### src/rtl/sms_pkg.sv
// Purpose: Shared constants and types for the serial port block
// Assumes: 32-bit AHB-Lite register bus, one word per register
// Notes: Byte addresses inside a 4 KB window; upper address bits ignored
package sms_pkg;
    // Register byte addresses
    localparam logic [11:0] ADDR_CTRL = 12'h000;
    localparam logic [11:0] ADDR_STATUS = 12'h004;
    localparam logic [11:0] ADDR_MASK = 12'h008;
    localparam logic [11:0] ADDR_DATA = 12'h00C;
    // Control field positions
    localparam int CTRL_EN_BIT = 0;
    localparam int CTRL_MST_BIT = 1;
    localparam int CTRL_LSB_BIT = 2;
    localparam int CTRL_RATE_LSB = 4;
    // Status and mask field positions
    localparam int STAT_DONE_BIT = 0;
    localparam int STAT_COLL_BIT = 1;
    // Last bit index of a byte and slowest rate code
    localparam logic [2:0] LAST_BIT = 3'h7;
    localparam logic [2:0] RATE_MAX = 3'h6;
    // Reset values
    localparam logic [2:0] RATE_RST = 3'h0;
    localparam logic [7:0] BYTE_RST = 8'h00;
    localparam logic [3:0] SYNC_RST = 4'h8;

    // Engine phase
    typedef enum logic [1:0] {ST_IDLE, ST_MASTER, ST_SLAVE} sms_phase_t;

    // Serial pin drivers, enables active low
    typedef struct packed {
        logic sck_o;
        logic sck_oe_n;
        logic mosi_o;
        logic mosi_oe_n;
        logic miso_o;
        logic miso_oe_n;
    } sms_pins_t;

    // Whole block state
    typedef struct packed {
        logic [3:0] sync1;
        logic [3:0] sync2;
        logic sck_prev;
        sms_phase_t phase;
        logic [7:0] shreg;
        logic [7:0] rx_buf;
        logic [2:0] bitcnt;
        logic [6:0] divcnt;
        logic samp;
        logic enable;
        logic master;
        logic lsbf;
        logic [2:0] rate;
        logic [1:0] status;
        logic [1:0] mask;
        logic dp_sel;
        logic dp_wr;
        logic [11:0] dp_addr;
        logic [31:0] hrdata;
        logic hreadyout;
        logic hresp;
        logic irq;
        sms_pins_t pins;
    } sms_state_t;
endpackage

### src/rtl/sms_port.sv
// Purpose: Byte-wide master/slave synchronous serial port, AHB-Lite slave
// Assumes: One 100 MHz clock; serial pins synchronised on entry
// Notes: Clock idles low, data sampled on rising and shifted on falling
//
// Decided for this implementation: the register offsets and the AHB-Lite slave port.
`timescale 1ns/1ns

// Functional notes
// - Master drives MOSI and SCK, slave MISO
// - Master role never drives select line
// - Data write in master starts eight bits
// - Clock halts, done flag set after byte
// - Done flag raises enabled interrupt request
// - Last received byte stays readable
// - Slave idle with MISO released when deselected
// - Slave shifts nothing while deselected
// - Slave sets done after full byte
// - Single transmit buffer, no mid-byte reload
// - Unread received byte overwritten by next
// - Enabled port overrides pin directions
// - Selectable LSB-first or MSB-first order
// - Seven bit rates, fastest divides by two
module sms_port (
    input wire logic core_clk_i,
    input wire logic resetn_i,
    input wire logic hsel_i,
    input wire logic [31:0] haddr_i,
    input wire logic [1:0] htrans_i,
    input wire logic hwrite_i,
    input wire logic [2:0] hsize_i,
    input wire logic [31:0] hwdata_i,
    input wire logic hready_i,
    output logic hreadyout_o,
    output logic hresp_o,
    output logic [31:0] hrdata_o,
    output logic irq_o,
    input wire logic sck_i,
    output logic sck_o,
    output logic sck_oe_n_o,
    input wire logic mosi_i,
    output logic mosi_o,
    output logic mosi_oe_n_o,
    input wire logic miso_i,
    output logic miso_o,
    output logic miso_oe_n_o,
    input wire logic ss_n_i
);

    ////////////////////////////////////////////////////////////////////////
    // Helpers

    // Bit presented on the data line for a given order
    function automatic logic out_bit(input logic [7:0] b, input logic lsbf);
        out_bit = lsbf ? b[0] : b[7];
    endfunction

    // Shift one received bit into the byte
    function automatic logic [7:0] shift_in(input logic [7:0] b, input logic lsbf,
                                            input logic d);
        shift_in = lsbf ? {d, b[7:1]} : {b[6:0], d};
    endfunction

    // Core cycles per half serial clock period
    function automatic logic [6:0] half_period(input logic [2:0] rate);
        logic [2:0] r;
        r = (rate > sms_pkg::RATE_MAX) ? sms_pkg::RATE_MAX : rate;
        half_period = 7'h01 << r;
    endfunction

    ////////////////////////////////////////////////////////////////////////
    // Reset release

    logic [1:0] rst_sync; // Two-stage release of the reset
    logic rst_n; // Synchronised reset used everywhere else

    // Asserts at once, releases after two edges
    always_ff @(posedge core_clk_i or negedge resetn_i) begin
        if (!resetn_i) begin
            rst_sync <= 2'h0;
        end else begin
            rst_sync <= {rst_sync[0], 1'b1};
        end
    end
    assign rst_n = rst_sync[1];

    ////////////////////////////////////////////////////////////////////////
    // Next-state logic

    sms_pkg::sms_state_t s; // Current state
    sms_pkg::sms_state_t next_s; // Next state
    logic ss_n; // Synchronised select
    logic sck_in; // Synchronised serial clock
    logic mosi_in; // Synchronised slave data in
    logic miso_in; // Synchronised master data in
    logic sck_rise; // Serial clock rising edge seen
    logic sck_fall; // Serial clock falling edge seen
    logic wr_data; // Data-phase write to the data register
    logic done_ev; // Byte finished this cycle
    logic coll_ev; // Write refused this cycle

    // Synchronised pins come from the second stage only
    assign ss_n = s.sync2[3];
    assign sck_in = s.sync2[2];
    assign mosi_in = s.sync2[1];
    assign miso_in = s.sync2[0];
    assign sck_rise = sck_in && !s.sck_prev;
    assign sck_fall = !sck_in && s.sck_prev;
    assign wr_data = s.dp_sel && s.dp_wr && (s.dp_addr == sms_pkg::ADDR_DATA);

    // Bus slave, control registers, shift engine and flags
    always_comb begin
        logic [7:0] nb;
        logic [1:0] w1c;
        nb = sms_pkg::BYTE_RST;
        w1c = 2'h0;
        next_s = s;
        done_ev = 1'b0;
        coll_ev = 1'b0;
        // pins cross by two flops, hence quarter rate
        next_s.sync1 = {ss_n_i, sck_i, mosi_i, miso_i};
        next_s.sync2 = s.sync1;
        next_s.sck_prev = sck_in;
        next_s.hreadyout = 1'b1;
        next_s.hresp = 1'b0;

        // Address phase: capture and prepare read data
        next_s.dp_sel = 1'b0;
        if (hsel_i && hready_i && htrans_i[1]) begin
            next_s.dp_sel = 1'b1;
            next_s.dp_wr = hwrite_i;
            next_s.dp_addr = haddr_i[11:0];
            // Unmapped addresses read zero
            next_s.hrdata = 32'h0000_0000;
            unique case (haddr_i[11:0])
                sms_pkg::ADDR_CTRL: begin
                    next_s.hrdata[sms_pkg::CTRL_EN_BIT] = s.enable;
                    next_s.hrdata[sms_pkg::CTRL_MST_BIT] = s.master;
                    next_s.hrdata[sms_pkg::CTRL_LSB_BIT] = s.lsbf;
                    next_s.hrdata[sms_pkg::CTRL_RATE_LSB +: 3] = s.rate;
                end
                sms_pkg::ADDR_STATUS: next_s.hrdata[1:0] = s.status;
                sms_pkg::ADDR_MASK: next_s.hrdata[1:0] = s.mask;
                sms_pkg::ADDR_DATA: next_s.hrdata[7:0] = s.rx_buf;
                default: next_s.hrdata = 32'h0000_0000;
            endcase
        end

        // Data phase: register writes
        if (s.dp_sel && s.dp_wr) begin
            unique case (s.dp_addr)
                sms_pkg::ADDR_CTRL: begin
                    next_s.enable = hwdata_i[sms_pkg::CTRL_EN_BIT];
                    next_s.master = hwdata_i[sms_pkg::CTRL_MST_BIT];
                    next_s.lsbf = hwdata_i[sms_pkg::CTRL_LSB_BIT];
                    next_s.rate = hwdata_i[sms_pkg::CTRL_RATE_LSB +: 3];
                end
                sms_pkg::ADDR_STATUS: w1c = hwdata_i[1:0];
                sms_pkg::ADDR_MASK: next_s.mask = hwdata_i[1:0];
                default: w1c = 2'h0;
            endcase
        end

        // Shift engine
        unique case (s.phase)
            sms_pkg::ST_IDLE: begin
                next_s.bitcnt = 3'h0;
                next_s.divcnt = 7'h00;
                if (!s.enable) begin
                    // Port off: every pin released
                    next_s.pins.sck_oe_n = 1'b1;
                    next_s.pins.mosi_oe_n = 1'b1;
                    next_s.pins.miso_oe_n = 1'b1;
                    if (wr_data) begin
                        next_s.shreg = hwdata_i[7:0];
                    end
                end else if (s.master) begin
                    // master drives SCK and MOSI, MISO input
                    next_s.pins.sck_oe_n = 1'b0;
                    next_s.pins.mosi_oe_n = 1'b0;
                    next_s.pins.miso_oe_n = 1'b1;
                    next_s.pins.sck_o = 1'b0;
                    if (wr_data) begin
                        next_s.shreg = hwdata_i[7:0];
                        next_s.pins.mosi_o = out_bit(hwdata_i[7:0], s.lsbf);
                        next_s.phase = sms_pkg::ST_MASTER;
                    end
                end else begin
                    next_s.pins.sck_oe_n = 1'b1;
                    next_s.pins.mosi_oe_n = 1'b1;
                    next_s.pins.miso_oe_n = ss_n;
                    nb = wr_data ? hwdata_i[7:0] : s.shreg;
                    // loads allowed, no shifting while deselected
                    next_s.shreg = nb;
                    next_s.pins.miso_o = out_bit(nb, s.lsbf);
                    if (!ss_n) begin
                        next_s.phase = sms_pkg::ST_SLAVE;
                    end
                end
            end
            sms_pkg::ST_MASTER: begin
                coll_ev = wr_data;
                if (!s.enable || !s.master) begin
                    next_s.phase = sms_pkg::ST_IDLE;
                    next_s.pins.sck_o = 1'b0;
                    next_s.bitcnt = 3'h0;
                end else if (s.divcnt >= half_period(s.rate) - 7'h01) begin
                    // half period is 1 to 64 core cycles
                    next_s.divcnt = 7'h00;
                    if (!s.pins.sck_o) begin
                        next_s.pins.sck_o = 1'b1;
                        next_s.samp = miso_in;
                    end else begin
                        next_s.pins.sck_o = 1'b0;
                        nb = shift_in(s.shreg, s.lsbf, s.samp);
                        next_s.shreg = nb;
                        next_s.pins.mosi_o = out_bit(nb, s.lsbf);
                        next_s.bitcnt = s.bitcnt + 3'h1;
                        if (s.bitcnt == sms_pkg::LAST_BIT) begin
                            done_ev = 1'b1;
                            next_s.bitcnt = 3'h0;
                            next_s.phase = sms_pkg::ST_IDLE;
                        end
                    end
                end else begin
                    next_s.divcnt = s.divcnt + 7'h01;
                end
            end
            sms_pkg::ST_SLAVE: begin
                if (ss_n || !s.enable || s.master) begin
                    // select high resets the bit counter
                    next_s.phase = sms_pkg::ST_IDLE;
                    next_s.bitcnt = 3'h0;
                    next_s.pins.miso_oe_n = 1'b1;
                end else begin
                    next_s.pins.miso_oe_n = 1'b0;
                    if (wr_data && (s.bitcnt != 3'h0 || sck_in)) begin
                        coll_ev = 1'b1;
                    end else if (wr_data) begin
                        next_s.shreg = hwdata_i[7:0];
                        next_s.pins.miso_o = out_bit(hwdata_i[7:0], s.lsbf);
                    end
                    if (sck_rise) begin
                        next_s.samp = mosi_in;
                    end
                    if (sck_fall) begin
                        nb = shift_in(s.shreg, s.lsbf, s.samp);
                        next_s.shreg = nb;
                        next_s.pins.miso_o = out_bit(nb, s.lsbf);
                        next_s.bitcnt = s.bitcnt + 3'h1;
                        done_ev = (s.bitcnt == sms_pkg::LAST_BIT);
                    end
                end
            end
            default: next_s.phase = sms_pkg::ST_IDLE;
        endcase

        // newest byte replaces an unread one
        if (done_ev) begin
            next_s.rx_buf = nb;
        end

        // Sticky flags; a new event beats a same-cycle clear
        next_s.status = (s.status & ~w1c) | {coll_ev, done_ev};
        // mask bit zero enables the done interrupt
        next_s.irq = |(next_s.status & next_s.mask);
    end

    ////////////////////////////////////////////////////////////////////////
    // State register

    // Constant reset values only
    always_ff @(posedge core_clk_i or negedge rst_n) begin
        if (!rst_n) begin
            s <= '{sync1: sms_pkg::SYNC_RST, sync2: sms_pkg::SYNC_RST,
                   phase: sms_pkg::ST_IDLE, shreg: sms_pkg::BYTE_RST,
                   rx_buf: sms_pkg::BYTE_RST, rate: sms_pkg::RATE_RST,
                   hreadyout: 1'b1, dp_addr: 12'h000, hrdata: 32'h0000_0000,
                   pins: '{sck_oe_n: 1'b1, mosi_oe_n: 1'b1, miso_oe_n: 1'b1,
                           default: 1'b0},
                   default: '0};
        end else begin
            s <= next_s;
        end
    end

    // Outputs straight from the state register
    assign hreadyout_o = s.hreadyout;
    assign hresp_o = s.hresp;
    assign hrdata_o = s.hrdata;
    assign irq_o = s.irq;
    assign sck_o = s.pins.sck_o;
    assign sck_oe_n_o = s.pins.sck_oe_n;
    assign mosi_o = s.pins.mosi_o;
    assign mosi_oe_n_o = s.pins.mosi_oe_n;
    assign miso_o = s.pins.miso_o;
    assign miso_oe_n_o = s.pins.miso_oe_n;

    ////////////////////////////////////////////////////////////////////////
    // Checks

    master_start_a: assert property (
        @(posedge core_clk_i) disable iff (!rst_n)
        (s.phase == sms_pkg::ST_IDLE && s.enable && s.master && wr_data)
        |=> (s.phase == sms_pkg::ST_MASTER))
        else $error("Data write did not start master transfer");

    master_done_a: assert property (
        @(posedge core_clk_i) disable iff (!rst_n)
        (s.phase == sms_pkg::ST_MASTER && s.enable && s.master)
        ##1 (s.phase == sms_pkg::ST_IDLE) |-> s.status[sms_pkg::STAT_DONE_BIT])
        else $error("Master byte ended without done flag");

    irq_level_a: assert property (
        @(posedge core_clk_i) disable iff (!rst_n)
        (done_ev && next_s.mask[sms_pkg::STAT_DONE_BIT]) |=> irq_o)
        else $error("Done flag raised no enabled interrupt");

    rx_hold_a: assert property (
        @(posedge core_clk_i) disable iff (!rst_n)
        !done_ev |=> $stable(s.rx_buf))
        else $error("Receive buffer changed without a byte");

    slave_release_a: assert property (
        @(posedge core_clk_i) disable iff (!rst_n)
        (!s.master && ss_n) |=> miso_oe_n_o)
        else $error("MISO driven while deselected");

    slave_still_a: assert property (
        @(posedge core_clk_i) disable iff (!rst_n)
        (s.enable && !s.master && ss_n) |=> (s.bitcnt == 3'h0))
        else $error("Slave counted bits while deselected");

    write_coll_a: assert property (
        @(posedge core_clk_i) disable iff (!rst_n)
        (s.phase == sms_pkg::ST_MASTER && wr_data)
        |=> s.status[sms_pkg::STAT_COLL_BIT])
        else $error("Busy write did not flag collision");

    fast_rate_a: assert property (
        @(posedge core_clk_i) disable iff (!rst_n)
        (s.phase == sms_pkg::ST_MASTER && s.enable && s.master && s.rate == 3'h0)
        |=> (sck_o != $past(sck_o)) || (s.phase == sms_pkg::ST_IDLE))
        else $error("Double speed clock did not toggle each cycle");

    pin_dir_a: assert property (
        @(posedge core_clk_i) disable iff (!rst_n)
        (s.phase == sms_pkg::ST_SLAVE) |-> (sck_oe_n_o && mosi_oe_n_o))
        else $error("Slave drives an input pin");

    master_pins_a: assert property (
        @(posedge core_clk_i) disable iff (!rst_n)
        (s.phase == sms_pkg::ST_MASTER) |-> (miso_oe_n_o && !sck_oe_n_o))
        else $error("Master pin directions wrong");

endmodule

### config.mk
export PLATFORM = sky130hd
export DESIGN_NAME = sms_port
export DESIGN_NICKNAME = d
export VERILOG_FILES = /design/src/rtl/sms_pkg.sv /design/src/rtl/sms_port.sv
export SDC_FILE = /design/constraint.sdc
export NUM_CORES = 1
export LEC_CHECK = 0
export CELL_PAD_IN_SITES_DETAIL_PLACEMENT = 0
export CELL_PAD_IN_SITES_GLOBAL_PLACEMENT = 1
export CORE_MARGIN = 2
export CORE_UTILIZATION = 53
export DETAILED_ROUTE_END_ITERATION = 7
export DONT_BUFFER_PORTS = 1
export PLACE_DENSITY = 0.88
export RECOVER_POWER = 25
export SLEW_MARGIN = 20
export SYNTH_ARGS = -nofsm -noshare
export SYNTH_HDL_FRONTEND = slang
export SYNTH_SLANG_ARGS = --single-unit
### constraint.sdc
create_clock -name core_clk_i -period 4.1 [get_ports core_clk_i]
set_clock_uncertainty 0.2 [all_clocks]
set_input_delay 0.82 -clock core_clk_i [delete_from_list [all_inputs] [get_ports core_clk_i]]
set_output_delay 0.82 -clock core_clk_i [all_outputs]
set_load 0.02 [all_outputs]
# [Yosys cells after proc, flatten, opt, wreduce, memory -nomap -nowiden]
# Index checks and enable logic that the tools add are counted.
[op_classes] addsub=3 n_mul=0 n_div=0 n_lt_le_gt_ge=2 eq_ne=29 shifts=1 muxes=89 bitwise=4 n_reduce_logical=33
[op_table] operator="$mux 8" n=15
[op_table] operator="$eq 12x4->1 const B" n=4
[op_table] operator="$pmux 8 s3" n=2
[op_table] operator="$mux 46" n=1
[op_table] operator="$mux 10" n=4
[op_table] operator="$mux 1" n=38
[op_table] operator="$eq 12x3->1 const B" n=2
[op_table] operator="$logic_not 12->1" n=2
[op_table] operator="$ne 3x3->1 const B" n=8
[op_table] operator="$ne 2x2->1 const B" n=11
[op_table] operator="$mux 3" n=7
[op_table] operator="$reduce_and 7->1" n=3
[op_table] operator="$mux 2" n=9
[op_table] operator="$pmux 7 s2" n=1
[op_table] operator="$pmux 1 s2" n=6
[op_table] operator="$reduce_and 6->1" n=2
[op_table] operator="$pmux 3 s3" n=1
[op_table] operator="$pmux 2 s4" n=1
[op_table] operator="$reduce_and 4->1" n=2
[op_table] operator="$add 7x1->7 const B" n=1
[op_table] operator="$ge 7x7->1" n=1
[op_table] operator="$logic_and 1x1->1" n=7
[op_table] operator="$mux 7" n=1
[op_table] operator="$shl 1x3->7 const A" n=1
[op_table] operator="other kinds (20)" n=31
[word_totals] reg_bits=78 latch_bits=0 mem_bits_rw=0 rom_bits=0 inputBits=78 out_inout_bits=41 wordCells=187 n_memories=0

# [Depth between registers and ports, before layout]
# Gate-level depths: netlist of the first run.
[logic_depth] depth_word=11 mapped_depth=8 mapped_depth_nobuf=8

# [Worst setup path before layout of the first run]
# OpenSTA, ideal clock, no wires.
[synth_timing] path_type="register to register" startpoint="register s[61] (netlist name)" endpoint="register s[75] (netlist name)" setup_ps=128 t_arrival_ps=2383 required_ps=3772 path_slack_ps=1389 stages_incl_launch_ff=9 path_buffers=0 synth_period_minus_slack_ps=2711 cell_sequence="dfrtp_1 -> or3_1 -> ha_1 -> nor2b_1 -> o21ai_0 -> a21oi_2 -> nand2b_1 -> a221o_1 -> mux2_1"
[synth_via] elab_chain_cells=7
[synth_lines] item="from (decl)" line="sms_port.sv:89" rtl="sms_pkg::sms_state_t s;"
[synth_lines] item="from (signal assigned)" line="sms_port.sv:274" rtl="s <= '{sync1: sms_pkg::SYNC_RST, sync2: sms_pkg::SYNC_RST,"
[synth_lines] item="from (signal assigned)" line="sms_port.sv:282" rtl="s <= next_s;"
[synth_lines] item="$gt 3x3->1" line="sms_port.sv:66" rtl="r = (rate > sms_pkg::RATE_MAX) ? sms_pkg::RATE_MAX : rate;"
[synth_lines] item="$mux 3 *" line="sms_port.sv:66"
[synth_lines] item="$shl 1x3->7 *" line="sms_port.sv:67" rtl="half_period = 7'h01 << r;"
[synth_lines] item="$sub 7x1->7 *" line="sms_port.sv:206" rtl="end else if (s.divcnt >= half_period(s.rate) - 7'h01) begin"
[synth_lines] item="$ge 7x7->1 *" line="sms_port.sv:206"
[synth_lines] item="$ne 3x3->1 (no source line) *"
[synth_lines] item="$reduce_and 4->1 (no source line) *"
# Every way passes the cells marked *; elsewhere a longest branch is shown, timed or not.
# A chain may end at the register's enable or synchronous reset.

# [Worst setup path in the final report of the first run]
[layout_timing] startpoint="register s[61] (netlist name)" endpoint="register s[80] (netlist name)"
[layout_via] elab_chain_cells=8 elab_cells_between_ends=11 classes_between="1 x add/sub; 2 x order compare; 1 x shift; 7 x mux"
[layout_lines] item="$gt 3x3->1" line="sms_port.sv:66"
[layout_lines] item="$mux 3 *" line="sms_port.sv:66"
[layout_lines] item="$shl 1x3->7 *" line="sms_port.sv:67"
[layout_lines] item="$sub 7x1->7 *" line="sms_port.sv:206"
[layout_lines] item="$ge 7x7->1 *" line="sms_port.sv:206"
[layout_lines] item="$mux 8 or $mux 1 (tied branches)" line="sms_port.sv:206"
[layout_lines] item="$mux 8 or $mux 1 (tied branches)" line="sms_port.sv:202" rtl="if (!s.enable || !s.master) begin"
[layout_lines] item="$pmux 8 s3 or $pmux 1 s2 (tied branches)" line="sms_port.sv:164" rtl="unique case (s.phase)"
# Marked as above.

==> tab_implementation.tex, run 1 <==
\begin{tabular}{lr}
\hline
Metric & Value \\
\hline
\multicolumn{2}{l}{\textbf{Detailed routing}} \\
\quad Starting DRT DRC Count & 192 \\
\quad Detailed-route wire length & 8860 µm \\
\quad Detail-routed net length per standard cell & 17.1 µm \\
\quad Vias & 3,010 \\
\quad DRC violation count after routing & 0 \\
\quad Number of search-and-repair iterations in the first detailed-routing pass & 7 \\
\quad ANT nets after route & 0 \\
\quad Vias per cell & 5.82 \\
\multicolumn{2}{l}{\textbf{Timing}} \\
\quad Pin slew with the least headroom to its limit & 0.962 ns \\
\quad RSZ-0062 raised after global routing & false \\
\quad Minimum clock period after layout & 3.16 ns \\
\quad Worst hold margin & 0.153 ns \\
\quad Worst relative slew slack & 0.359 \\
\quad Fmax & 0.317 GHz \\
\quad Total count of hold-check failures in the final report & 0 \\
\quad Count of final max-slew check failures & 0 \\
\quad Crit path setup slack, layout & 0.944 ns \\
\quad Final worst-path cycle share & 0.770 \\
\quad Setup violation total in the final timing report & 0 \\
\quad Total negative setup slack & 0 ns \\
\multicolumn{2}{l}{\textbf{Global route}} \\
\quad Initial antenna violation count & 0 \\
\quad Global route overflow & 0 \\
\quad Global-route wire length before repair & 14,400 µm \\
\quad Pin count of the biggest net entering global routing & 77 \\
\quad Total Routing Usage GR & 0.206 \\
\quad Number of global-route vias before repair & 2,827 \\
\multicolumn{2}{l}{\textbf{Pwr}} \\
\quad Power per cell area & 383 nW/µm² \\
\quad Design internal power & 1.20 mW \\
\quad Switching share of power & 0.311 \\
\quad Switching power & 0.541 mW \\
\quad Worst supply voltage drop on vdd & 279 µV \\
\quad Fraction of power consumed by the clock network & 0.313 \\
\quad PnR Total Power & 1.74 mW \\
\quad Gate power share & 0.170 \\
\quad Leakage power figure & 1.97 nW \\
\quad Sequential group share of total power & 0.517 \\
\multicolumn{2}{l}{\textbf{Clock tree}} \\
\quad Buffer cell driving the clock tree root & sky130\_fd\_sc\_hd\_\_clkbuf\_8 \\
\quad Clk buf depth & 2 \\
\quad Number of clock sinks seen by CTS & 78 \\
\quad Post-CTS setup buffer count & 0 \\
\quad Cts bufs inserted & 9 \\
\quad Clk slew on worst S/H paths & 0.08 ns \\
\quad H-tree lvl count & 3 \\
\quad TritonCTS clock tree & done \\
\quad Latest clock arrival within the worst-skew pair & 0.36 ns \\
\multicolumn{2}{l}{\textbf{Synth}} \\
\quad Post-Syn Area per Cell & 10.6 µm² \\
\quad Count of distinct cell types in the synthesized netlist & 63 \\
\quad Count of flip-flops with a built-in enable after synthesis & 0 \\
\quad Yosys Warn Count & 0 \\
\quad Register bit count reported by yosys & 78 \\
\quad Leading register cell type out of synthesis & sky130\_fd\_sc\_hd\_\_dfrtp\_1 \\
\quad Post-synth design cell area & 4430 µm² \\
\quad FFs w/ async S/R, synth & 1.00 \\
\quad Proportion of synthesized chip area in sequential cells & 0.442 \\
\quad Synthesized instance count & 417 \\
\multicolumn{2}{l}{\textbf{Place}} \\
\quad Routability-driven placement congestion ratio & 0.833 \\
\quad Count of input and output buffers & 0 \\
\quad Pre-CTS setup slack & 0.960 ns \\
\quad Total half-perimeter wirelength after legalization and detailed placement & 6340 µm \\
\multicolumn{2}{l}{\textbf{Die}} \\
\quad Die footprint & 9110 µm² \\
\quad X dimension of the die & 95.4 µm \\
\quad Area of the core region & 8180 µm² \\
\quad Die height & 95.4 µm \\
\quad Number of rows created at floorplan & 33 \\
\quad Number of primary I/O pins & 119 \\
\quad Effective utilization at floorplan & 0.542 \\
\multicolumn{2}{l}{\textbf{Layout}} \\
\quad \# fillers & 725 \\
\quad Total number of nets in the final design & 499 \\
\quad Most frequent standard cell in the layout excluding fill and tap cells & sky130\_fd\_sc\_hd\_\_dfrtp\_1 \\
\quad Layout area overhead & 2.37\% \\
\quad Diode count & 0 \\
\quad Util after Layout & 0.555 \\
\quad Top library cells by usage in the layout, fill and taps aside & sky130\_fd\_sc\_hd\_\_dfrtp\_1 (73), sky130\_fd\_sc\_hd\_\_nand2\_1 (36), sky130\_fd\_sc\_hd\_\_mux2\_2 (30) \\
\quad Fraction of layout cells with a size suffix above 1 & 0.163 \\
\multicolumn{2}{l}{\textbf{Hold path}} \\
\quad Hold EP & miso\_in \\
\quad Worst min-delay path category & reg -> reg \\
\quad HP Start & next\_s[95] \\
\quad Min-Delay Path Depth & 0 \\
\multicolumn{2}{l}{\textbf{Setup path}} \\
\quad Startpoint types & register \\
\quad CP endpoint kind & register \\
\quad Start of the worst register-to-register path & s[61] \\
\quad Reg-to-reg critical path endpoint & s[80] \\
\quad Worst-case register-to-register setup slack & 0.94 ns \\
\quad Worst path required time & 4.14 ns \\
\quad Critical path data arrival time & 3.20 ns \\
\quad Critical path fanouts, max & 8 \\
\quad Setup CP Type & reg -> reg \\
\quad Length in cells of the worst reg-to-reg path & 8 \\
\multicolumn{2}{l}{\textbf{Run status}} \\
\quad Run status & completed \\
\multicolumn{2}{l}{\textbf{Run}} \\
\quad \# Max-Cap Violations & 0 \\
\hline
\end{tabular}
-- layer usage --
| layer | up-vias | track usage | routed length, µm |
|---|---|---|---|
| met4 | 0 | 0.0476 | 89 |
| li1 | 1434 | - | - |
| met1 | 1482 | 0.297 | 4060 |
| met3 | 11 | 0.0553 | 527 |
| met2 | 83 | 0.313 | 4190 |
| met5 | - | 0 | 0 |
-- how the worst max path moves through the flow --
stage	to	slack, ns	start
after floorplan	s[75]	1.39	s[61]
after global placement	s[79]	1.03	s[61]
after detailed placement	s[80]	0.96	s[61]
after CTS	s[80]	0.94	s[61]
after global routing	s[79]	0.76	s[61]
final	s[80]	0.94	s[61]
-- power groups by stage --
stage / registers [mW] / logic (mW) / clock network [mW]
3_3_place_gp: 0.911 / 0.286 / 0
5_1_grt: 0.909 / 0.327 / 0.586
6_report: 0.897 / 0.296 / 0.544
3_5_place_dp: 0.914 / 0.291 / 0
4_1_cts: 0.898 / 0.292 / 0.559
2_1_floorplan: 0.894 / 0.265 / 0
-- cell families (layout without fill, tap and decap cells) --
group | after synthesis | count (layout) | share of synthesized area
compound gates | 95 | 95 | 0.159
xor+xnor | 2 | 2 | 0.00395
fa+ha+maj | 14 | 14 | 0.0395
buf+inv | 65 | 35 | 0.0884
flops | 78 | 78 | 0.442
mux | 51 | 51 | 0.133
other cells | 2 | 27 | 0.00169
simple gates | 110 | 110 | 0.133
-- per-stage QoR --
step | std cells | area, µm²
finish | 517 | 4540
floorplan | 442 | 4530
global placement | 500 | 4340
detailed placement | 500 | 4340
global route | 517 | 4540
CTS | 517 | 4530
-- cell usage after synthesis, types with 11 or more instances --
master / count / area [µm²]
sky130_fd_sc_hd__a21oi_1: 11 / 55.1
sky130_fd_sc_hd__nor2_1: 15 / 56.3
sky130_fd_sc_hd__buf_4: 35 / 263
sky130_fd_sc_hd__dfrtp_1: 74 / 1850
sky130_fd_sc_hd__o2bb2ai_1: 14 / 123
sky130_fd_sc_hd__mux2i_1: 16 / 160
sky130_fd_sc_hd__ha_1: 14 / 175
sky130_fd_sc_hd__inv_1: 18 / 67.6
sky130_fd_sc_hd__nand2_1: 36 / 135
sky130_fd_sc_hd__mux2_2: 30 / 338
sky130_fd_sc_hd__nand3_1: 17 / 85.1
sky130_fd_sc_hd__o21ai_0: 24 / 120
-- layout make-up --
type | count | area (µm²) | share of cell area
Tap cell | 105 | 131 | 0.0290
Timing Repair Buffer | 1 | 10.0 | 0.00221
Clock inverter | 5 | 33.8 | 0.00745
Multi-Input combinational cell | 299 | 2180 | 0.481
Clock buffer | 11 | 151 | 0.0334
Inverter | 18 | 67.6 | 0.0149
Sequential cell | 78 | 1960 | 0.432
-- registers in the layout (all words and copies together) (netlist names) --
signal / count
s: 55
hrdata_o: 8
next_s: 5
rst_sync: 2
irq_o: 1
miso_in: 1
miso_o: 1
miso_oe_n_o: 1
mosi_in: 1
mosi_o: 1
mosi_oe_n_o: 1
sck_o: 1
-- critical path, stage by stage (launching register included) --
cell and delay (ns):
sky130_fd_sc_hd__dfrtp_1 0.46, sky130_fd_sc_hd__or3_1 0.40, sky130_fd_sc_hd__ha_1 0.28, sky130_fd_sc_hd__nor2b_1 0.04, sky130_fd_sc_hd__o21ai_0 0.30, sky130_fd_sc_hd__a21oi_2 0.17, sky130_fd_sc_hd__nand2b_1 0.31, sky130_fd_sc_hd__o21ai_2 0.48
sky130_fd_sc_hd__mux2_2 0.40
-- what timing repair did --
item | 4_1_cts | 5_1_grt
gates resized for setup | 0 | 0
hold buffers | 1 | 0
hold endpoints to repair | 2 | 0
No activity file was read; power rests on OpenSTA's default activity.
==> run 2: changes to the inputs <==
--- a/config.mk
+++ b/config.mk
@@ -8,10 +8,10 @@
 export CELL_PAD_IN_SITES_DETAIL_PLACEMENT = 0
 export CELL_PAD_IN_SITES_GLOBAL_PLACEMENT = 1
 export CORE_MARGIN = 2
-export CORE_UTILIZATION = 53
+export CORE_UTILIZATION = 44
 export DETAILED_ROUTE_END_ITERATION = 7
 export DONT_BUFFER_PORTS = 1
-export PLACE_DENSITY = 0.88
+export PLACE_DENSITY = 0.79
 export RECOVER_POWER = 25
 export SLEW_MARGIN = 20
 export SYNTH_ARGS = -nofsm -noshare
==> constraint.sdc (replaced) <==
create_clock -name core_clk_i -period 2.8 [get_ports core_clk_i]
set_clock_uncertainty 0.2 [all_clocks]
set_input_delay 0.56 -clock core_clk_i [delete_from_list [all_inputs] [get_ports core_clk_i]]
set_output_delay 0.56 -clock core_clk_i [all_outputs]
set_load 0.02 [all_outputs]
==> run 2 against run 1 <==
Net effect: first-iteration DRC count up 3.1%; critical path depth up 1; power up 59%; routed wire length up 13%; clock power up 76%; largest cell class unchanged; highest routed layer unchanged.
==> tab_implementation.tex, run 2 (synthesis gave the netlist of run 1 again) <==
\begin{tabular}{lr}
\hline
Metric & Value \\
\hline
\multicolumn{2}{l}{\textbf{Die}} \\
\quad Number of primary I/O pins & 119 (unchanged) \\
\quad X dimension of the die & 104 µm (+9.3\%) \\
\quad Number of rows created at floorplan & 36 (+9.1\%) \\
\quad Die footprint & 10,900 µm² (+20\%) \\
\quad Area of the core region & 9770 µm² (+20\%) \\
\quad Die height & 104 µm (+9.3\%) \\
\quad Effective utilization at floorplan & 0.453 (-0.0887) \\
\multicolumn{2}{l}{\textbf{Clock tree}} \\
\quad Latest clock arrival within the worst-skew pair & 0.37 ns (about the same) \\
\quad Post-CTS setup buffer count & 0 (unchanged) \\
\quad TritonCTS clock tree & done \\
\quad Cts bufs inserted & 9 (unchanged) \\
\quad Number of clock sinks seen by CTS & 78 (unchanged) \\
\quad Buffer cell driving the clock tree root & sky130\_fd\_sc\_hd\_\_clkbuf\_8 \\
\quad H-tree lvl count & 3 (unchanged) \\
\quad Clk slew on worst S/H paths & 0.08 ns (about the same) \\
\quad Clk buf depth & 2 (unchanged) \\
\multicolumn{2}{l}{\textbf{Setup path}} \\
\quad Setup CP Type & reg -> reg \\
\quad Critical path fanouts, max & 4 (-4) \\
\quad CP endpoint kind & register \\
\quad Worst path required time & 2.85 ns (-1.29 ns) \\
\quad Length in cells of the worst reg-to-reg path & 9 (+1) \\
\quad Critical path data arrival time & 2.73 ns (-0.47 ns) \\
\quad Startpoint types & register \\
\multicolumn{2}{l}{\textbf{Layout}} \\
\quad Layout area overhead & 8.55\% \\
\quad Top register by number of flip-flops & s \\
\quad Top library cells by usage in the layout, fill and taps aside & sky130\_fd\_sc\_hd\_\_dfrtp\_1 (74), sky130\_fd\_sc\_hd\_\_nand2\_1 (36), sky130\_fd\_sc\_hd\_\_mux2\_2 (30) \\
\quad Max FFs per register & 55 (unchanged) \\
\quad Seq. cell area & 1960 µm² (-0.19\%) \\
\quad Total number of nets in the final design & 520 (+4.2\%) \\
\quad Diode count & 0 (unchanged) \\
\quad Most frequent standard cell in the layout excluding fill and tap cells & sky130\_fd\_sc\_hd\_\_dfrtp\_1 \\
\quad Fraction of layout cells with a size suffix above 1 & 0.196 (+0.0337) \\
\quad \# fillers & 928 (+28\%) \\
\quad Multi-input combinational cell area & 2190 µm² (+0.46\%) \\
\multicolumn{2}{l}{\textbf{Pwr}} \\
\quad Worst supply voltage drop on vdd & 379 µV (+36\%) \\
\quad Power per cell area & 573 nW/µm² (+50\%) \\
\quad Leakage power figure & 2.11 nW (+7.1\%) \\
\multicolumn{2}{l}{\textbf{Detailed routing}} \\
\quad Vias & 3,190 (+6.0\%) \\
\quad Starting DRT DRC Count & 198 (+3.1\%) \\
\quad Detailed-route wire length & 10,000 µm (+13\%) \\
\quad ANT nets after route & 0 (unchanged) \\
\quad Number of search-and-repair iterations in the first detailed-routing pass & 4 (-3) \\
\quad Vias per cell & 5.64 (-3.2\%) \\
\quad Detail-routed net length per standard cell & 17.7 µm (+3.2\%) \\
\quad DRC violation count after routing & 0 (unchanged) \\
\multicolumn{2}{l}{\textbf{Global route}} \\
\quad Initial antenna violation count & 0 (unchanged) \\
\quad Global route overflow & 0 (unchanged) \\
\quad Pin count of the biggest net entering global routing & 77 (unchanged) \\
\quad Total Routing Usage GR & 0.189 (-0.0171) \\
\quad Global-route wire length before repair & 16,300 µm (+13\%) \\
\quad Number of global-route vias before repair & 3,157 (+12\%) \\
\multicolumn{2}{l}{\textbf{Timing}} \\
\quad Worst relative slew slack & 0.241 (-0.118) \\
\quad Pin slew with the least headroom to its limit & 1.14 ns (+0.177 ns) \\
\quad Worst hold margin & 0.0211 ns (-0.132 ns) \\
\quad RSZ-0062 raised after global routing & false \\
\quad Total count of hold-check failures in the final report & 0 (unchanged) \\
\quad Fmax & 0.373 GHz (+18\%) \\
\quad Setup violation total in the final timing report & 0 (unchanged) \\
\quad Minimum clock period after layout & 2.68 ns (-0.476 ns) \\
\quad Total negative setup slack & 0 ns (unchanged) \\
\quad Final worst-path cycle share & 0.957 (+0.188) \\
\quad Count of final max-slew check failures & 0 (unchanged) \\
\multicolumn{2}{l}{\textbf{Hold path}} \\
\quad Worst min-delay path category & in -> reg \\
\quad Min-Delay Path Depth & 0 (unchanged) \\
\multicolumn{2}{l}{\textbf{Run}} \\
\quad \# Max-Cap Violations & 0 (unchanged) \\
\multicolumn{2}{l}{\textbf{Place}} \\
\quad Count of input and output buffers & 0 (unchanged) \\
\quad Routability-driven placement congestion ratio & 0.808 (-3.0\%) \\
\quad Total half-perimeter wirelength after legalization and detailed placement & 7320 µm (+15\%) \\
\multicolumn{2}{l}{\textbf{Run status}} \\
\quad Run status & completed \\
\hline
\end{tabular}
## run 2: critical path: stages (launching register included)
cell,delay (ns)
sky130_fd_sc_hd__dfrtp_1,0.39
sky130_fd_sc_hd__or3_1,0.38
sky130_fd_sc_hd__ha_1,0.29
sky130_fd_sc_hd__nor2b_1,0.05
sky130_fd_sc_hd__o21ai_0,0.17
sky130_fd_sc_hd__buf_4,0.14
sky130_fd_sc_hd__a21oi_2,0.05
sky130_fd_sc_hd__nand2b_4,0.17
sky130_fd_sc_hd__a221o_1,0.40
sky130_fd_sc_hd__mux2_1,0.32
## run 2: layout make-up
| type | instances | share of cell area |
|---|---|---|
| Tap cell | 133 | 0.0346 |
| Sequential cell | 78 | 0.407 |
| Clock inverter | 5 | 0.0174 |
| Clock buffer | 11 | 0.0294 |
| Timing Repair Buffer | 22 | 0.0421 |
| Inverter | 18 | 0.0140 |
| Multi-Input combinational cell | 299 | 0.456 |
## run 2: timing repair
action | in CTS | in global routing
endpoints found under the setup margin | 0 | 13
endpoints found under the hold margin | 3 | 0
hold buffers | 2 | 0
resized for setup | 0 | 3
## run 2: worst paths after layout
path                       slack (ns)     endpoint   startpoint
setup / recovery                 0.12        s[75]        s[61]
hold / removal                   0.02   next_s[95]       miso_i
setup reg to reg                 0.12        s[75]        s[61]
hold reg to reg                  0.15      miso_in   next_s[95]
max in group asynchronous        1.25  miso_oe_n_o  rst_sync[1]
min in group asynchronous        0.21  rst_sync[1]     resetn_i
## run 2: through the flow
stage / area (µm²) / cells / total power [mW] / setup WS, ns / utilization
finish: 4810 / 566 / 2.76 / 0.119 / 0.492
global route: 4810 / 566 / 2.88 / 0.00790 / 0.492
CTS: 4770 / 565 / 2.77 / 0.00480 / 0.488
detailed placement: 4530 / 547 / 1.80 / 0.0369 / 0.463
global placement: 4530 / 547 / 1.79 / 0.0421 / 0.463
floorplan: 4530 / 442 / 1.70 / 0.0891 / -
## run 2: where the power goes
| part | switching (mW) | total [mW] | internal [mW] |
|---|---|---|---|
| clock network | 0.431 | 0.959 | 0.528 |
| logic | 0.295 | 0.494 | 0.199 |
| registers | 0.0967 | 1.30 | 1.21 |
| total | 0.823 | 2.76 | 1.93 |
## run 2: layer usage
layer / vias up / track usage / part of all wire
met5: - / 0 / 0
met3: 17 / 0.0476 / 0.053
met2: 82 / 0.306 / 0.49
met1: 1613 / 0.249 / 0.44
li1: 1478 / - / -
met4: 0 / 0.0627 / 0.017
==> run 3: changes to the inputs <==
--- a/config.mk
+++ b/config.mk
@@ -8,10 +8,10 @@
 export CELL_PAD_IN_SITES_DETAIL_PLACEMENT = 0
 export CELL_PAD_IN_SITES_GLOBAL_PLACEMENT = 1
 export CORE_MARGIN = 2
-export CORE_UTILIZATION = 44
+export CORE_UTILIZATION = 49
 export DETAILED_ROUTE_END_ITERATION = 7
 export DONT_BUFFER_PORTS = 1
-export PLACE_DENSITY = 0.79
+export PLACE_DENSITY = 0.83
 export RECOVER_POWER = 25
 export SLEW_MARGIN = 20
 export SYNTH_ARGS = -nofsm -noshare
==> constraint.sdc (replaced) <==
create_clock -name core_clk_i -period 3.04 [get_ports core_clk_i]
set_clock_uncertainty 0.2 [all_clocks]
set_input_delay 0.608 -clock core_clk_i [delete_from_list [all_inputs] [get_ports core_clk_i]]
set_output_delay 0.608 -clock core_clk_i [all_outputs]
set_load 0.02 [all_outputs]
==> run 3 against run 2 <==
Net effect: routed wire length decreased by 8.6%; clock-buffer cell count decreased by 1; die area decreased by 9.8%; worst hold slack improved by 0.027 ns; non-clock buffer count decreased by 12; clock power decreased by 22%; critical endpoint unchanged; largest power group unchanged.
==> tab_implementation.tex, run 3 (synthesis gave the netlist of run 1 again) <==
\begin{tabular}{lr}
\hline
Metric & Value \\
\hline
\multicolumn{2}{l}{\textbf{Global route}} \\
\quad Number of global-route vias before repair & 3,000 (-5.0\%) \\
\quad Global-route wire length before repair & 15,300 µm (-6.2\%) \\
\quad Initial antenna violation count & 0 (unchanged) \\
\quad Pin count of the biggest net entering global routing & 77 (unchanged) \\
\quad Global route overflow & 0 (unchanged) \\
\quad Total Routing Usage GR & 0.196 (+0.00670) \\
\multicolumn{2}{l}{\textbf{Place}} \\
\quad Placed insts & 511 (-6.6\%) \\
\quad Total half-perimeter wirelength after legalization and detailed placement & 6710 µm (-8.3\%) \\
\quad Pre-CTS setup slack & 0.185 ns (+0.148 ns) \\
\quad Count of input and output buffers & 0 (unchanged) \\
\quad Routability-driven placement congestion ratio & 0.884 (+9.4\%) \\
\quad Placed cell areas & 4410 µm² (-2.5\%) \\
\multicolumn{2}{l}{\textbf{Layout}} \\
\quad Layout area overhead & 4.12\% \\
\quad Top register by number of flip-flops & s \\
\quad Most frequent standard cell in the layout excluding fill and tap cells & sky130\_fd\_sc\_hd\_\_dfrtp\_1 \\
\quad Max FFs per register & 55 (unchanged) \\
\quad Top library cells by usage in the layout, fill and taps aside & sky130\_fd\_sc\_hd\_\_dfrtp\_1 (74), sky130\_fd\_sc\_hd\_\_nand2\_1 (36), sky130\_fd\_sc\_hd\_\_mux2\_2 (30) \\
\quad \# fillers & 811 (-13\%) \\
\quad Seq. cell area & 1960 µm² (unchanged) \\
\quad Summed area of non-filler cells in the final layout & 4610 µm² (-4.1\%) \\
\quad Util after Layout & 0.527 (+0.0344) \\
\quad Fraction of layout cells with a size suffix above 1 & 0.173 (-0.0229) \\
\quad Multi-input combinational cell area & 2180 µm² (-0.68\%) \\
\quad Filler-free cell count of the finished design & 529 (-6.5\%) \\
\quad Total number of nets in the final design & 508 (-2.3\%) \\
\quad Diode count & 0 (unchanged) \\
\multicolumn{2}{l}{\textbf{Hold path}} \\
\quad Worst min-delay path category & in -> reg \\
\quad HP Start & ss\_n\_i \\
\multicolumn{2}{l}{\textbf{Clock tree}} \\
\quad TritonCTS clock tree & done \\
\quad Clk slew on worst S/H paths & 0.08 ns (about the same) \\
\quad Latest clock arrival within the worst-skew pair & 0.35 ns (-0.02 ns) \\
\quad Cts bufs inserted & 9 (unchanged) \\
\quad \# resized after CTS & 0 (unchanged) \\
\quad Hold-fix buffer count after cts & 1 (-1) \\
\quad H-tree lvl count & 3 (unchanged) \\
\quad Number of clock sinks seen by CTS & 78 (unchanged) \\
\quad Buffer cell driving the clock tree root & sky130\_fd\_sc\_hd\_\_clkbuf\_8 \\
\quad Clk buf depth & 2 (unchanged) \\
\quad Post-CTS setup buffer count & 0 (unchanged) \\
\multicolumn{2}{l}{\textbf{Setup path}} \\
\quad Critical path fanouts, max & 7 (+3) \\
\quad Worst path required time & 3.07 ns (+0.22 ns) \\
\quad Crit-path cells & or3\_1, ha\_1, nor2b\_1, o21ai\_0, a21oi\_2, nand2b\_1, a221o\_1, mux2\_1 \\
\quad Critical path data arrival time & 2.91 ns (+0.18 ns) \\
\quad Start of the worst register-to-register path & s[60] \\
\quad CP peak stage delay & 0.46 ns (+0.06 ns) \\
\quad Startpoint types & register \\
\quad Critical-path top delay cell & sky130\_fd\_sc\_hd\_\_dfrtp\_1 \\
\quad CP endpoint kind & register \\
\quad Launching instance or port of the critical path & s[60] \\
\quad Setup CP Type & reg -> reg \\
\quad Buffer and inverter count on the worst path & 0 (-1) \\
\quad Kind of cell with the highest combined delay on the critical path & compound AO/OA/AOI/OAI gates \\
\multicolumn{2}{l}{\textbf{Pwr}} \\
\quad Fraction of power consumed by the clock network & 0.316 (-0.032) \\
\quad Switching share of power & 0.302 (+0.00312) \\
\quad Design internal power & 1.66 mW (-14\%) \\
\quad Leakage power figure & 2.01 nW (-4.7\%) \\
\quad Gate power share & 0.181 (+0.002) \\
\quad Worst supply voltage drop on vdd & 351 µV (-7.3\%) \\
\quad Switching power & 0.717 mW (-13\%) \\
\quad Power per cell area & 515 nW/µm² (-10\%) \\
\quad Sequential group share of total power & 0.503 (+0.030) \\
\quad PnR Total Power & 2.38 mW (-14\%) \\
\multicolumn{2}{l}{\textbf{Die}} \\
\quad Die footprint & 9820 µm² (-9.8\%) \\
\quad Number of primary I/O pins & 119 (unchanged) \\
\quad Area of the core region & 8760 µm² (-10\%) \\
\quad Number of rows created at floorplan & 34 (-5.6\%) \\
\quad X dimension of the die & 99.1 µm (-5.0\%) \\
\quad Effective utilization at floorplan & 0.506 (+0.0523) \\
\quad Die height & 99.1 µm (-5.0\%) \\
\multicolumn{2}{l}{\textbf{Timing}} \\
\quad Total negative setup slack & 0 ns (unchanged) \\
\quad Count of final max-slew check failures & 0 (unchanged) \\
\quad Worst hold margin & 0.0478 ns (+0.0267 ns) \\
\quad Setup violation total in the final timing report & 0 (unchanged) \\
\quad RSZ-0062 raised after global routing & false \\
\quad Fmax & 0.348 GHz (-6.7\%) \\
\quad Pin slew with the least headroom to its limit & 1.38 ns (+0.246 ns) \\
\quad Crit path setup slack, layout & 0.165 ns (+0.0463 ns) \\
\quad Minimum clock period after layout & 2.87 ns (+0.194 ns) \\
\quad Worst relative slew slack & 0.0770 (-0.164) \\
\quad Total count of hold-check failures in the final report & 0 (unchanged) \\
\quad Final worst-path cycle share & 0.946 (-0.0119) \\
\multicolumn{2}{l}{\textbf{Detailed routing}} \\
\quad Number of search-and-repair iterations in the first detailed-routing pass & 4 (unchanged) \\
\quad Detailed-route wire length & 9150 µm (-8.6\%) \\
\quad Vias & 3,038 (-4.8\%) \\
\quad ANT nets after route & 0 (unchanged) \\
\quad Detail-routed net length per standard cell & 17.3 µm (-2.2\%) \\
\quad Vias per cell & 5.74 (+1.9\%) \\
\quad Starting DRT DRC Count & 194 (-2.0\%) \\
\quad DRC violation count after routing & 0 (unchanged) \\
\multicolumn{2}{l}{\textbf{Run}} \\
\quad \# Max-Cap Violations & 0 (unchanged) \\
\multicolumn{2}{l}{\textbf{Run status}} \\
\quad Run status & completed \\
\hline
\end{tabular}
## run 3: path summary, 6_finish.rpt
| path | endpoint | slack (ns) | depth (start not counted) |
|---|---|---|---|
| min reg2reg | s[45] | 0.13 | 0 |
| max in group asynchronous | s[61] | 0.66 | 1 |
| max | s[75] | 0.17 | 8 |
| max reg2reg | s[75] | 0.17 | 8 |
| min | next_s[98] | 0.05 | 0 |
| min in group asynchronous | s[45] | 0.13 | 0 |
## run 3: cell type report
| class | count | share of cell area |
|---|---|---|
| inverter | 18 | 0.0146 |
| tap | 108 | 0.0293 |
| multi-input combinational | 299 | 0.472 |
| clock buffer | 10 | 0.0277 |
| clock inverter | 6 | 0.0136 |
| timing repair buffer | 10 | 0.0190 |
| sequential | 78 | 0.424 |
## run 3: power groups by stage
| stage | Combinational (mW) | Sequential [mW] | Clock (mW) |
|---|---|---|---|
| global placement | 0.404 | 1.23 | 0 |
| finish | 0.430 | 1.20 | 0.751 |
| global route | 0.478 | 1.21 | 0.819 |
| CTS | 0.414 | 1.21 | 0.775 |
| detailed placement | 0.410 | 1.23 | 0 |
| floorplan | 0.358 | 1.21 | 0 |
## run 3: per-layer routing
layer / share of wire / GRT usage / vias up / wire, µm
met5: 0 / 0 / - / 0
met4: 0.018 / 0.0685 / 0 / 162
met3: 0.050 / 0.0443 / 14 / 458
met2: 0.46 / 0.299 / 80 / 4240
met1: 0.47 / 0.278 / 1491 / 4290
li1: - / - / 1453 / -
